==> src/cpcg_defs.vh <==
// Purpose: Constants of the CPU and peripheral clock generator
// Assumes: Included by cpcg_clock_gen.v, the property module and the bench
// Notes: Definitions only
`ifndef CPCG_DEFS_VH
`define CPCG_DEFS_VH

// ----------------------------------------
// Source codes of the CPU clock
// ----------------------------------------
`define CPCG_SRC_MAIN 2'h0
`define CPCG_SRC_SUB 2'h1
`define CPCG_SRC_RING 2'h2
`define CPCG_SRC_PLL 2'h3

// ----------------------------------------
// Operating mode codes
// ----------------------------------------
`define CPCG_MODE_PLL 3'h0
`define CPCG_MODE_HIGH 3'h1
`define CPCG_MODE_MED 3'h2
`define CPCG_MODE_LOW 3'h3
`define CPCG_MODE_LPD 3'h4
`define CPCG_MODE_RING 3'h5
`define CPCG_MODE_RLP 3'h6

// ----------------------------------------
// Divider terminal counts (ratio minus one)
// ----------------------------------------
`define CPCG_TC_DIV1 4'h0
`define CPCG_TC_DIV2 4'h1
`define CPCG_TC_DIV4 4'h3
`define CPCG_TC_DIV8 4'h7
`define CPCG_TC_DIV16 4'hf

// ----------------------------------------
// Clock output select and PLL multiplier codes
// ----------------------------------------
`define CPCG_CO_PORT 2'h0
`define CPCG_CO_SUB 2'h1
`define CPCG_CO_DIV8 2'h2
`define CPCG_CO_DIV32 2'h3
`define CPCG_MUL_X2 3'h1
`define CPCG_MUL_X4 3'h2
`define CPCG_MUL_X6 3'h3
`define CPCG_MUL_X8 3'h4

// ----------------------------------------
// Reset values
// ----------------------------------------
`define CPCG_RST_DIV8 1'h1
`define CPCG_RST_DIVSEL 2'h0
`define CPCG_RST_MUL 3'h1
`define CPCG_RST_CO 2'h0

`endif

==> src/cpcg_clock_gen.v <==
// Purpose: CPU clock selection and division, peripheral clock enables,
//          clock output and bus clock pins, operating mode guarding
// Assumes: All oscillators arrive as one-cycle tick enables on i_core_clk
// Notes: Every derived clock except the toggling clock output pin is a one-cycle enable pulse, registered
`timescale 1ns/1ps
`default_nettype none
`include "cpcg_defs.vh"

module cpcg_clock_gen (
    input wire i_core_clk,
    input wire i_rst_b,
    input wire i_main_osc_tick,
    input wire i_sub_osc_tick,
    input wire i_ring_osc_tick,
    input wire i_pll_tick,
    input wire i_main_osc_stopped,
    input wire i_sub_osc_run,
    input wire i_single_chip_mode,
    input wire i_wait_mode,
    input wire i_stop_enter,
    input wire i_cfg_wr,
    input wire i_ring_osc_select,
    input wire i_osc_stop_detect_enable,
    input wire i_osc_stop_detect_irq_mode,
    input wire i_wdt_ring_source_select,
    input wire i_clock_mod_lock,
    input wire i_pll_enable,
    input wire i_cpu_src_pll_select,
    input wire i_cpu_src_sub_select,
    input wire i_pll_wait_state_select,
    input wire [2:0] i_pll_multiplier_code,
    input wire i_div8_force,
    input wire [1:0] i_cpu_divider_select,
    input wire i_bus_clock_out_disable,
    input wire i_main_osc_off,
    input wire i_periph_gate_in_wait,
    input wire [1:0] i_clk_out_select,
    output reg o_cpu_clk_en,
    output reg o_wdt_clk_en,
    output reg [3:0] o_timer_peripheral_clock,
    output reg [3:0] o_serial_peripheral_clock,
    output reg o_converter_clock,
    output reg o_sub_clock_div32,
    output reg o_sub_clock_out,
    output reg o_clock_output_pin,
    output reg o_clock_output_pin_oe,
    output reg o_bus_clock_pin,
    output reg o_bus_clock_pin_oe,
    output wire o_ring_osc_run,
    output wire o_pll_run,
    output wire o_main_osc_run,
    output reg [3:0] o_pll_mult_factor,
    output wire o_pll_two_waits,
    output wire o_div8_force,
    output wire o_ring_osc_select,
    output wire [2:0] o_mode,
    output reg o_mode_refused
);

    // ----------------------------------------
    // Functions
    // ----------------------------------------

    // Terminal count of the CPU divider for main and ring sources
    function [3:0] div_tc;
        input div8;
        input [1:0] sel;
        begin
            if (div8) begin
                div_tc = `CPCG_TC_DIV8;
            end else begin
                case (sel)
                    2'h0: div_tc = `CPCG_TC_DIV1;
                    2'h1: div_tc = `CPCG_TC_DIV2;
                    2'h2: div_tc = `CPCG_TC_DIV4;
                    default: div_tc = `CPCG_TC_DIV16;
                endcase
            end
        end
    endfunction

    // Operating mode from the clock control bits
    function [2:0] mode_of;
        input ring;
        input pll;
        input sub;
        input moff;
        input div8;
        input [1:0] sel;
        begin
            if (sub) begin
                mode_of = moff ? `CPCG_MODE_LPD : `CPCG_MODE_LOW;
            end else if (ring) begin
                mode_of = moff ? `CPCG_MODE_RLP : `CPCG_MODE_RING;
            end else if (pll) begin
                mode_of = `CPCG_MODE_PLL;
            end else if (div8 || sel != 2'h0) begin
                mode_of = `CPCG_MODE_MED;
            end else begin
                mode_of = `CPCG_MODE_HIGH;
            end
        end
    endfunction

    // True for the two sub clock modes
    function is_sub_mode;
        input [2:0] m;
        begin
            is_sub_mode = (m == `CPCG_MODE_LOW) || (m == `CPCG_MODE_LPD);
        end
    endfunction

    // True for the two ring oscillator modes
    function is_ring_mode;
        input [2:0] m;
        begin
            is_ring_mode = (m == `CPCG_MODE_RING) || (m == `CPCG_MODE_RLP);
        end
    endfunction

    // ----------------------------------------
    // Reset release
    // ----------------------------------------

    // Two flops so the release is clean against the clock
    reg rst_meta_b;
    reg rst_b;
    always @(posedge i_core_clk or negedge i_rst_b) begin
        if (!i_rst_b) begin
            rst_meta_b <= 1'b0;
            rst_b <= 1'b0;
        end else begin
            rst_meta_b <= 1'b1;
            rst_b <= rst_meta_b;
        end
    end

    // ----------------------------------------
    // Control state
    // ----------------------------------------
    reg ring_sel;
    reg det_en;
    reg det_irq;
    reg wdt_ring;
    reg lock;
    reg pll_en;
    reg src_pll;
    reg src_sub;
    reg pll_wait;
    reg [2:0] mul_code;
    reg mul_done;
    reg div8;
    reg [1:0] div_sel;
    reg bclk_dis;
    reg main_off;
    reg gate_wait;
    reg [1:0] co_sel;

    wire [2:0] cur_mode = mode_of(ring_sel, src_pll, src_sub, main_off, div8, div_sel);

    // Mode the write would lead to, with locked bits kept
    wire w_ring = lock ? ring_sel : i_ring_osc_select;
    wire w_pll = lock ? src_pll : i_cpu_src_pll_select;
    wire w_moff = lock ? main_off : i_main_osc_off;
    wire [2:0] w_mode = mode_of(w_ring, w_pll, i_cpu_src_sub_select, w_moff,
        i_div8_force, i_cpu_divider_select);

    // Sub modes and ring modes never meet directly
    wire refuse = i_cfg_wr &&
        ((is_sub_mode(cur_mode) && is_ring_mode(w_mode)) ||
         (is_ring_mode(cur_mode) && is_sub_mode(w_mode)));
    wire take_src = i_cfg_wr && !refuse;

    // Main clock loss while the main clock drives the CPU
    wire auto_ring = det_en && det_irq && i_main_osc_stopped &&
        !src_pll && !src_sub && !ring_sel;

    // Main switched off from low-speed gives low power mode
    wire lpd_entry = take_src && cur_mode == `CPCG_MODE_LOW && w_moff && !main_off;

    // Stop entry from any non-sub mode
    wire stop_div8 = i_stop_enter && !is_sub_mode(cur_mode);

    // Write-once multiplier, only while the PLL is off
    wire mul_take = i_cfg_wr && !lock && !mul_done && !pll_en;

    // Software bits, with lock and force terms applied
    always @(posedge i_core_clk or negedge rst_b) begin
        if (!rst_b) begin
            ring_sel <= 1'b0;
            det_en <= 1'b0;
            det_irq <= 1'b0;
            wdt_ring <= 1'b0;
            lock <= 1'b0;
            pll_en <= 1'b0;
            src_pll <= 1'b0;
            src_sub <= 1'b0;
            pll_wait <= 1'b0;
            mul_code <= `CPCG_RST_MUL;
            mul_done <= 1'b0;
            div8 <= `CPCG_RST_DIV8;
            div_sel <= `CPCG_RST_DIVSEL;
            bclk_dis <= 1'b0;
            main_off <= 1'b0;
            gate_wait <= 1'b0;
            co_sel <= `CPCG_RST_CO;
            o_mode_refused <= 1'b0;
        end else begin
            o_mode_refused <= refuse;
            if (i_cfg_wr) begin
                det_irq <= i_osc_stop_detect_irq_mode;
                pll_wait <= i_pll_wait_state_select;
                bclk_dis <= i_bus_clock_out_disable;
                co_sel <= i_clk_out_select;
                div_sel <= i_cpu_divider_select;
                // Set-once: a later write cannot clear them
                wdt_ring <= wdt_ring | i_wdt_ring_source_select;
                lock <= lock | i_clock_mod_lock;
                if (!lock) begin
                    det_en <= i_osc_stop_detect_enable;
                    pll_en <= i_pll_enable;
                    gate_wait <= i_periph_gate_in_wait;
                end
            end
            if (take_src) begin
                src_sub <= i_cpu_src_sub_select;
                src_pll <= w_pll;
                main_off <= w_moff;
            end
            // Detection set wins over a write that clears the bit
            if (auto_ring) begin
                ring_sel <= 1'b1;
            end else if (take_src) begin
                ring_sel <= w_ring;
            end
            if (mul_take) begin
                mul_code <= i_pll_multiplier_code;
                mul_done <= 1'b1;
            end
            // Forced divide-by-8 wins over software
            if (stop_div8 || lpd_entry) begin
                div8 <= 1'b1;
            end else if (!ring_sel && main_off) begin
                div8 <= 1'b1;
            end else if (i_cfg_wr && cur_mode != `CPCG_MODE_LPD) begin
                div8 <= i_div8_force;
            end
        end
    end

    // ----------------------------------------
    // Oscillator runs and PLL factor
    // ----------------------------------------
    assign o_ring_osc_run = ring_sel | wdt_ring;
    assign o_pll_run = pll_en;
    assign o_main_osc_run = !main_off;
    assign o_pll_two_waits = !pll_wait;
    assign o_div8_force = div8;
    assign o_ring_osc_select = ring_sel;
    assign o_mode = cur_mode;

    // Ticks of sources that are really running
    wire main_tick = i_main_osc_tick & !main_off;
    wire ring_tick = i_ring_osc_tick & o_ring_osc_run;
    wire pll_tick = i_pll_tick & pll_en;
    wire sub_tick = i_sub_osc_tick & i_sub_osc_run;

    // Multiplying factor; unused codes leave the PLL at factor 0
    always @(posedge i_core_clk or negedge rst_b) begin
        if (!rst_b) begin
            o_pll_mult_factor <= 4'h0;
        end else begin
            case (mul_code)
                `CPCG_MUL_X2: o_pll_mult_factor <= 4'h2;
                `CPCG_MUL_X4: o_pll_mult_factor <= 4'h4;
                `CPCG_MUL_X6: o_pll_mult_factor <= 4'h6;
                `CPCG_MUL_X8: o_pll_mult_factor <= 4'h8;
                default: o_pll_mult_factor <= 4'h0;
            endcase
        end
    end

    // ----------------------------------------
    // CPU clock divider
    // ----------------------------------------

    // Requested source and ratio; sub and PLL run undivided
    wire [1:0] want_src = src_sub ? `CPCG_SRC_SUB :
        ring_sel ? `CPCG_SRC_RING :
        src_pll ? `CPCG_SRC_PLL : `CPCG_SRC_MAIN;
    wire [3:0] want_tc = (src_sub || (src_pll && !ring_sel)) ?
        `CPCG_TC_DIV1 : div_tc(div8, div_sel);

    reg [1:0] cur_src;
    reg [3:0] cur_tc;
    reg [3:0] div_cnt;
    reg src_tick;

    always @* begin
        case (cur_src)
            `CPCG_SRC_SUB: src_tick = sub_tick;
            `CPCG_SRC_RING: src_tick = ring_tick;
            `CPCG_SRC_PLL: src_tick = pll_tick;
            default: src_tick = main_tick;
        endcase
    end

    // A dead main clock would never reach a boundary, so it yields at once
    wire src_dead = cur_src == `CPCG_SRC_MAIN && (i_main_osc_stopped || main_off);
    wire wrap = src_tick && div_cnt >= cur_tc;

    // New source and ratio are taken at a period boundary, or at once from a dead main clock
    always @(posedge i_core_clk or negedge rst_b) begin
        if (!rst_b) begin
            cur_src <= `CPCG_SRC_MAIN;
            cur_tc <= `CPCG_TC_DIV8;
            div_cnt <= 4'h0;
            o_cpu_clk_en <= 1'b0;
        end else begin
            o_cpu_clk_en <= wrap;
            if (wrap || src_dead) begin
                div_cnt <= 4'h0;
                cur_src <= want_src;
                cur_tc <= want_tc;
            end else if (src_tick) begin
                div_cnt <= div_cnt + 4'h1;
            end
        end
    end

    // ----------------------------------------
    // Peripheral clocks
    // ----------------------------------------

    // Peripheral source: ring if selected, else PLL, else main
    wire per_tick = ring_sel ? ring_tick :
        (src_pll && !src_sub) ? pll_tick : main_tick;

    // Off in wait with gating, and throughout low power mode
    wire per_gate = (i_wait_mode && gate_wait) || cur_mode == `CPCG_MODE_LPD;

    reg [4:0] per_cnt;
    wire [3:0] per_en = {per_tick && per_cnt == 5'h1f,
        per_tick && per_cnt[2:0] == 3'h7,
        per_tick && per_cnt[0], per_tick};

    always @(posedge i_core_clk or negedge rst_b) begin
        if (!rst_b) begin
            per_cnt <= 5'h00;
            o_timer_peripheral_clock <= 4'h0;
            o_serial_peripheral_clock <= 4'h0;
            o_converter_clock <= 1'b0;
        end else begin
            if (per_tick && !per_gate) begin
                per_cnt <= per_cnt + 5'h01;
            end
            o_timer_peripheral_clock <= per_gate ? 4'h0 : per_en;
            o_serial_peripheral_clock <= per_gate ? 4'h0 : per_en;
            o_converter_clock <= per_tick && !per_gate;
        end
    end

    // ----------------------------------------
    // Sub clock divide-by-32
    // ----------------------------------------

    // Not gated by wait; it stops only with the sub oscillator
    reg [4:0] sub_cnt;
    always @(posedge i_core_clk or negedge rst_b) begin
        if (!rst_b) begin
            sub_cnt <= 5'h00;
            o_sub_clock_div32 <= 1'b0;
            o_sub_clock_out <= 1'b0;
        end else begin
            o_sub_clock_out <= sub_tick;
            o_sub_clock_div32 <= sub_tick && sub_cnt == 5'h1f;
            if (sub_tick) begin
                sub_cnt <= sub_cnt + 5'h01;
            end
        end
    end

    // ----------------------------------------
    // Watchdog, clock output and bus clock pins
    // ----------------------------------------

    // Clock output toggles on the chosen enable, so it halves its rate
    reg co_tick;
    always @* begin
        case (co_sel)
            `CPCG_CO_SUB: co_tick = sub_tick;
            `CPCG_CO_DIV8: co_tick = per_en[2] && !per_gate;
            `CPCG_CO_DIV32: co_tick = per_en[3] && !per_gate;
            default: co_tick = 1'b0;
        endcase
    end

    wire co_on = i_single_chip_mode && co_sel != `CPCG_CO_PORT;
    wire bclk_on = !i_single_chip_mode && !bclk_dis;

    always @(posedge i_core_clk or negedge rst_b) begin
        if (!rst_b) begin
            o_wdt_clk_en <= 1'b0;
            o_clock_output_pin <= 1'b0;
            o_clock_output_pin_oe <= 1'b0;
            o_bus_clock_pin <= 1'b0;
            o_bus_clock_pin_oe <= 1'b0;
        end else begin
            // Ring source keeps the watchdog alive even in wait
            o_wdt_clk_en <= wdt_ring ? ring_tick : wrap;
            o_clock_output_pin_oe <= co_on;
            if (!co_on) begin
                o_clock_output_pin <= 1'b0;
            end else if (co_tick) begin
                o_clock_output_pin <= !o_clock_output_pin;
            end
            // One high per CPU clock period keeps the frequency equal
            o_bus_clock_pin_oe <= bclk_on;
            o_bus_clock_pin <= bclk_on && wrap;
        end
    end

endmodule

`default_nettype wire

==> config.mk <==
export PLATFORM = sky130hd
export DESIGN_NAME = cpcg_clock_gen
export DESIGN_NICKNAME = d
export VERILOG_FILES = /design/src/cpcg_clock_gen.v
export VERILOG_INCLUDE_DIRS = /design/src
export SDC_FILE = /design/constraint.sdc
export NUM_CORES = 1
export LEC_CHECK = 0
export ABC_AREA = 1
export BUFFER_PORTS_ARGS = -buffer_cell sky130_fd_sc_hd__buf_2
export CAP_MARGIN = 10
export CORE_MARGIN = 1
export CORE_UTILIZATION = 47
export CTS_CLUSTER_DIAMETER = 100
export DETAILED_ROUTE_END_ITERATION = 8
export HOLD_SLACK_MARGIN = 0.08
export PLACE_DENSITY = 0.79
export RECOVER_POWER = 100
export SETUP_SLACK_MARGIN = 0.1
export SYNTH_ARGS = -nofsm -noshare
export SYNTH_HDL_FRONTEND = slang
export SYNTH_SLANG_ARGS = --single-unit
==> constraint.sdc <==
create_clock -name i_core_clk -period 2.7 [get_ports i_core_clk]
set_clock_uncertainty 0.15 [all_clocks]
set_input_delay 0 -clock i_core_clk [delete_from_list [all_inputs] [get_ports i_core_clk]]
set_output_delay 0 -clock i_core_clk [all_outputs]
set_load 0.02 [all_outputs]
== After elaboration in Yosys (flattened, before gate mapping) ==
Index checks and enable logic that the tools add are counted.
Cells by class
  add/subtract/negate cells: 3
  order comparisons: 1
  equality and inequality tests: 25
  muxes and demuxes: 37
  bitwise logic cells: 8
  reductions and logical operators: 68
Operator list (number)
  $logic_and 1x1->1: 33
  $eq 3x3->1 const B: 8
  $mux 4: 5
  $mux 2: 9
  $mux 3: 6
  $pmux 4 s4: 1
  $logic_not 1->1: 14
  $mux 1: 13
  $eq 3x2->1 const B: 4
  $logic_or 1x1->1: 12
  $pmux 4 s3: 1
  $add 5x1->5 const B: 2
  $eq 2x2->1 const B: 5
  $eq 5x5->1 const B: 2
  $reduce_bool 2->1: 5
  $eq 2x1->1 const B: 3
  $pmux 1 s3: 2
  $add 4x1->4 const B: 1
  $and 1x1->1: 4
  $ge 4x4->1: 1
  $logic_not 2->1: 2
  $eq 3x1->1 const B: 1
  $ne 3x3->1 const B: 1
  $or 1x1->1: 3
  other kinds (4): 4
Word-level totals
  bits in registers: 61
  input bits: 32
  output and inout bits: 31
  logic and storage cells: 178

== Logic depth before layout (Yosys ltp) ==
  word-level depth: 18
  depth in mapped cells: 11
  depth with buffers taken out: 10

== Worst setup path after synthesis ==
Ideal clock, no wire load.
  path kind: flip-flop to flip-flop
  from: reg cur_tc[1]
  to: reg cur_src[0]
  arrival time: 1.531 ns
  required time: 2.432 ns
  slack: 0.901 ns
  cell stages (with the launch flop): 12
  buffers on the path: 1
  clock period less this slack: 1.799 ns
  cells stage by stage: dfstp_2 > inv_1 > ha_1 > inv_1 > o21bai_1 > nand2_1 > nand3_1 > nand3_4 > nand2_4 > buf_6 > nand2_1 > o21ai_2
On the way
  cells in the longest elaborated chain, start to end: 3
Ends and longest elaborated chain
  from (decl): line cpcg_clock_gen.v:295  | reg [3:0] cur_tc;
  from (signal assigned): line cpcg_clock_gen.v:316  | cur_tc <= `CPCG_TC_DIV8;
  from (signal assigned): line cpcg_clock_gen.v:324  | cur_tc <= want_tc;
  $ge 4x4->1: line cpcg_clock_gen.v:310  | wire wrap = src_tick && div_cnt >= cur_tc;
  $logic_and 1x1->1: line cpcg_clock_gen.v:310
  $logic_or 1x1->1: line cpcg_clock_gen.v:321  | if (wrap || src_dead) begin
  to (signal assigned): line cpcg_clock_gen.v:315  | cur_src <= `CPCG_SRC_MAIN;
  to (signal assigned): line cpcg_clock_gen.v:323  | cur_src <= want_src;
  to (decl): line cpcg_clock_gen.v:294  | reg [1:0] cur_src;
Every way passes these cells.
A chain may end at the register's enable or synchronous reset.

== Final worst setup path ==
  from: reg ring_sel (netlist: o_ring_osc_select)
  to: reg o_bus_clock_pin
On the way
  cells in the longest elaborated chain, start to end: 5
Ends and longest elaborated chain
  from (decl): line cpcg_clock_gen.v:141  | reg ring_sel;
  from (signal assigned): line cpcg_clock_gen.v:234  | ring_sel <= w_ring;
  $or 1x1->1: line cpcg_clock_gen.v:254  | assign o_ring_osc_run = ring_sel | wdt_ring;
  $and 1x1->1: line cpcg_clock_gen.v:264  | wire ring_tick = i_ring_osc_tick & o_ring_osc_run;
  $pmux 1 s3: line cpcg_clock_gen.v:300  | case (cur_src)
  $logic_and 1x1->1: line cpcg_clock_gen.v:310
  $logic_and 1x1->1: line cpcg_clock_gen.v:419  | o_bus_clock_pin <= bclk_on && wrap;
  to (signal assigned): line cpcg_clock_gen.v:419
  to (decl): line cpcg_clock_gen.v:47  | output reg o_bus_clock_pin,
Every way passes these cells.

==> metrics.csv <==
metric,value,unit
final_cells,511,
wl_per_cell,12.92,µm
place_hpwl,4.078,mm
die_y,79.46,µm
ys_ff_latch,59,
rows,27,
met3_usage,5.029,%
startpoint_type,flip-flop,
drt_wl_total,6.602,mm
setup_viol,0,
firstDrtPassIters,4,
fin_setup_tns,0,ps
whs,23.02,ps
cp.arrival,2600,ps
pwr_density_cell,844.0,mW/mm²
busiest_layer,met2,
endpoint_kind,flip-flop,
power,3.229,mW
clk_pin_slew,70,ps
ys_async_sr_fraction,100.0,%
layout-drive-gt1-share,15.26,%
clockBufferDepth,2,
ys.warnings.count,0,
grt_pass1_wl,10.90,mm
drt-initial-drc-count,92,
htreeDepth,3,
slew_viol_final,0,
nNetsFinal,476,
numCtsBuffers,9,
startpoint,o_ring_osc_select,
track_usage,22.80,%
synth_edf_count,0,
cp_num_buf_inv,3,
area_growth,35.67,%
r2r_setup_slack,210,ps
r2r_start,o_ring_osc_select,
crit_end,o_bus_clock_pin,
path_depth,8,
final_antenna_net_count,0,
synth.top_cells.by_area,"dfrtp_1 48%, nand2_1 11%, inv_1 4.8%, dfstp_2 4.7%, ha_1 4.4%",
r2r-end,o_bus_clock_pin,
cts_sinks,59,
num_vias,2498,
antenna-diode-count,0,
vias_per_cell,4.888,
period_share,92.08,%
n_fill_cell,458,
die-area,0.006314,mm²
rsz0062_at_grt,false,
drv_cap,0,
yosysSeqAreaShare,52.57,%
critical_path.cell_chain,"inv_2, nand2_2, nand3_2, nand3_2, dlygate4sd3_1, nand3_4, dlygate4sd3_1, nor3_1",
netlist_area,0.002820,mm²
place_congestion,0.8471,
synth_top_area_share,47.91,%
final_cell_mix,"86 x nand2_1, 54 x dfrtp_1, 53 x dlygate4sd3_1",
die_w,79.46,µm
synth_cell_type_count,36,
synth_top_area_cell,dfrtp_1,
hold_viol,0,
synth-main-ff-cell,dfrtp_1,
p_leak,1.913,nW
clock.fmax,0.4022,GHz
tightest_slew,1080,ps
root_buffer,clkbuf_8,
design.portCount,63,
cp_max_fo,7,
avgSynthCellArea,8.869,µm²
max-vdd-ir-drop,0.0004386,V
dp.cells,442,
drc,0,
antenna_found_initial,0,
clock_latency,340,ps
postCtsSetupBuffers,0,
numPortBuffers,61,
grt_pass1_vias,2519,
fin_util,67.82,%
crit_path_max_incr_delay,610,ps
core,0.005642,mm²
min_path_type,input port to flip-flop,
grt_max_degree,31,
path_class,flip-flop to flip-flop,
netlist_instances,318,
cts_tree,built,
required,2810,ps
grt_overflow_total,0,
grt_util_met2,40.43,%
crit_family,buffers and inverters,
maxSlewHeadroom,28.02,%
min_period,2486,ps
cpMaxStageDelayCell,dlygate4sd3_1,
use_met1,26.34,%
syn_nets,360,
r2r_cells,8,
status,"finished, final reports clean",
floorplan.initialDensity,49.99,%
layout_commonest_cell,nand2_1,
==> layout make-up <==
cell class                      instances  area [µm²]  area share [%]
Tap cell                               72       90.09           2.354
Inverter                               42       157.7           4.120
Multi-Input combinational cell        207        1067           27.89
Clock buffer                            9       123.9           3.237
Clock inverter                          7       100.1           2.616
Timing Repair Buffer                  115       804.5           21.03
Sequential cell                        59        1483           38.75
==> logic make-up after synthesis <==
group | synth area share [%]
flops | 52.57
other cells | 0.2663
buf+inv | 8.163
simple gates | 24.53
fa+ha+maj | 4.437
compound gates | 8.075
mux | 0.3993
xor+xnor | 1.553
==> stage by stage <==
step	setup WS, ps	instance area (µm²)
2_1_floorplan	794.4	2820
3_3_place_gp	892.4	3164
3_5_place_dp	805.8	3164
4_1_cts	217.5	3919
5_1_grt	82.49	3826
6_report	214.0	3826
==> registers in the layout, indices dropped and copies added, names as in the netlist, 2 cells and up <==
register,flops
div_cnt,4
div_sel,2
cur_src,2
o_pll_mult_factor,3
sub_cnt,5
cur_tc,4
co_sel,2
mul_code,3
o_serial_peripheral_clock,3
per_cnt,5
==> worst register-to-register path, cell delays in order, from the launching register on <==
cell and delay, ps:
dfrtp_1 460, inv_2 120, nand2_2 90, nand3_2 70
nand3_2 100, dlygate4sd3_1 610, nand3_4 100, dlygate4sd3_1 580
nor3_1 130
==> worst min path at each step <==
stage / from / endpoint / slack (ps) / depth (start not counted)
global placement: i_rst_b / rst_meta_b / -360 / 1
CTS: i_wait_mode / o_converter_clock / 90 / 4
detailed placement: i_rst_b / rst_meta_b / -360 / 1
floorplan: i_rst_b / rst_b / -450 / 0
global route: i_wait_mode / o_converter_clock / 80 / 4
finish: i_wait_mode / o_converter_clock / 20 / 4
==> synth_stat cells (2+ instances only) <==
| cell type | number |
|---|---|
| a21oi_1 | 7 |
| buf_4 | 7 |
| conb_1 | 2 |
| dfrtp_1 | 54 |
| dfstp_2 | 5 |
| ha_1 | 10 |
| inv_1 | 36 |
| inv_2 | 6 |
| nand2_1 | 84 |
| nand2_2 | 5 |
| nand3_1 | 17 |
| nand3_2 | 2 |
| nand4_1 | 6 |
| nor2_1 | 26 |
| nor2_4 | 4 |
| o21ai_0 | 17 |
| o21ai_1 | 3 |
| o21ai_2 | 6 |
| xnor2_1 | 2 |
| xor2_1 | 3 |
==> power by group <==
group | leakage (nW) | switching (mW) | internal, mW | total (mW)
Clock | 0.114 | 0.384 | 0.527 | 0.911
Sequential | 0.721 | 0.152 | 1.08 | 1.23
Combinational | 1.08 | 0.681 | 0.403 | 1.08
==> metal layers <==
| metal | vias up | share of wire (%) |
|---|---|---|
| li1 | 1231 | - |
| met1 | 1182 | 42 |
| met2 | 75 | 52 |
| met3 | 10 | 4.8 |
| met4 | 0 | 1.4 |
| met5 | - | 0 |
==> timing repair <==
action                                  4_1_cts  5_1_grt
hold endpoints to repair                     39        0
endpoints found under the setup margin        0        1
hold buffers                                 53        0
resized for setup                             0        1
(Power assumes the default switching activity.)
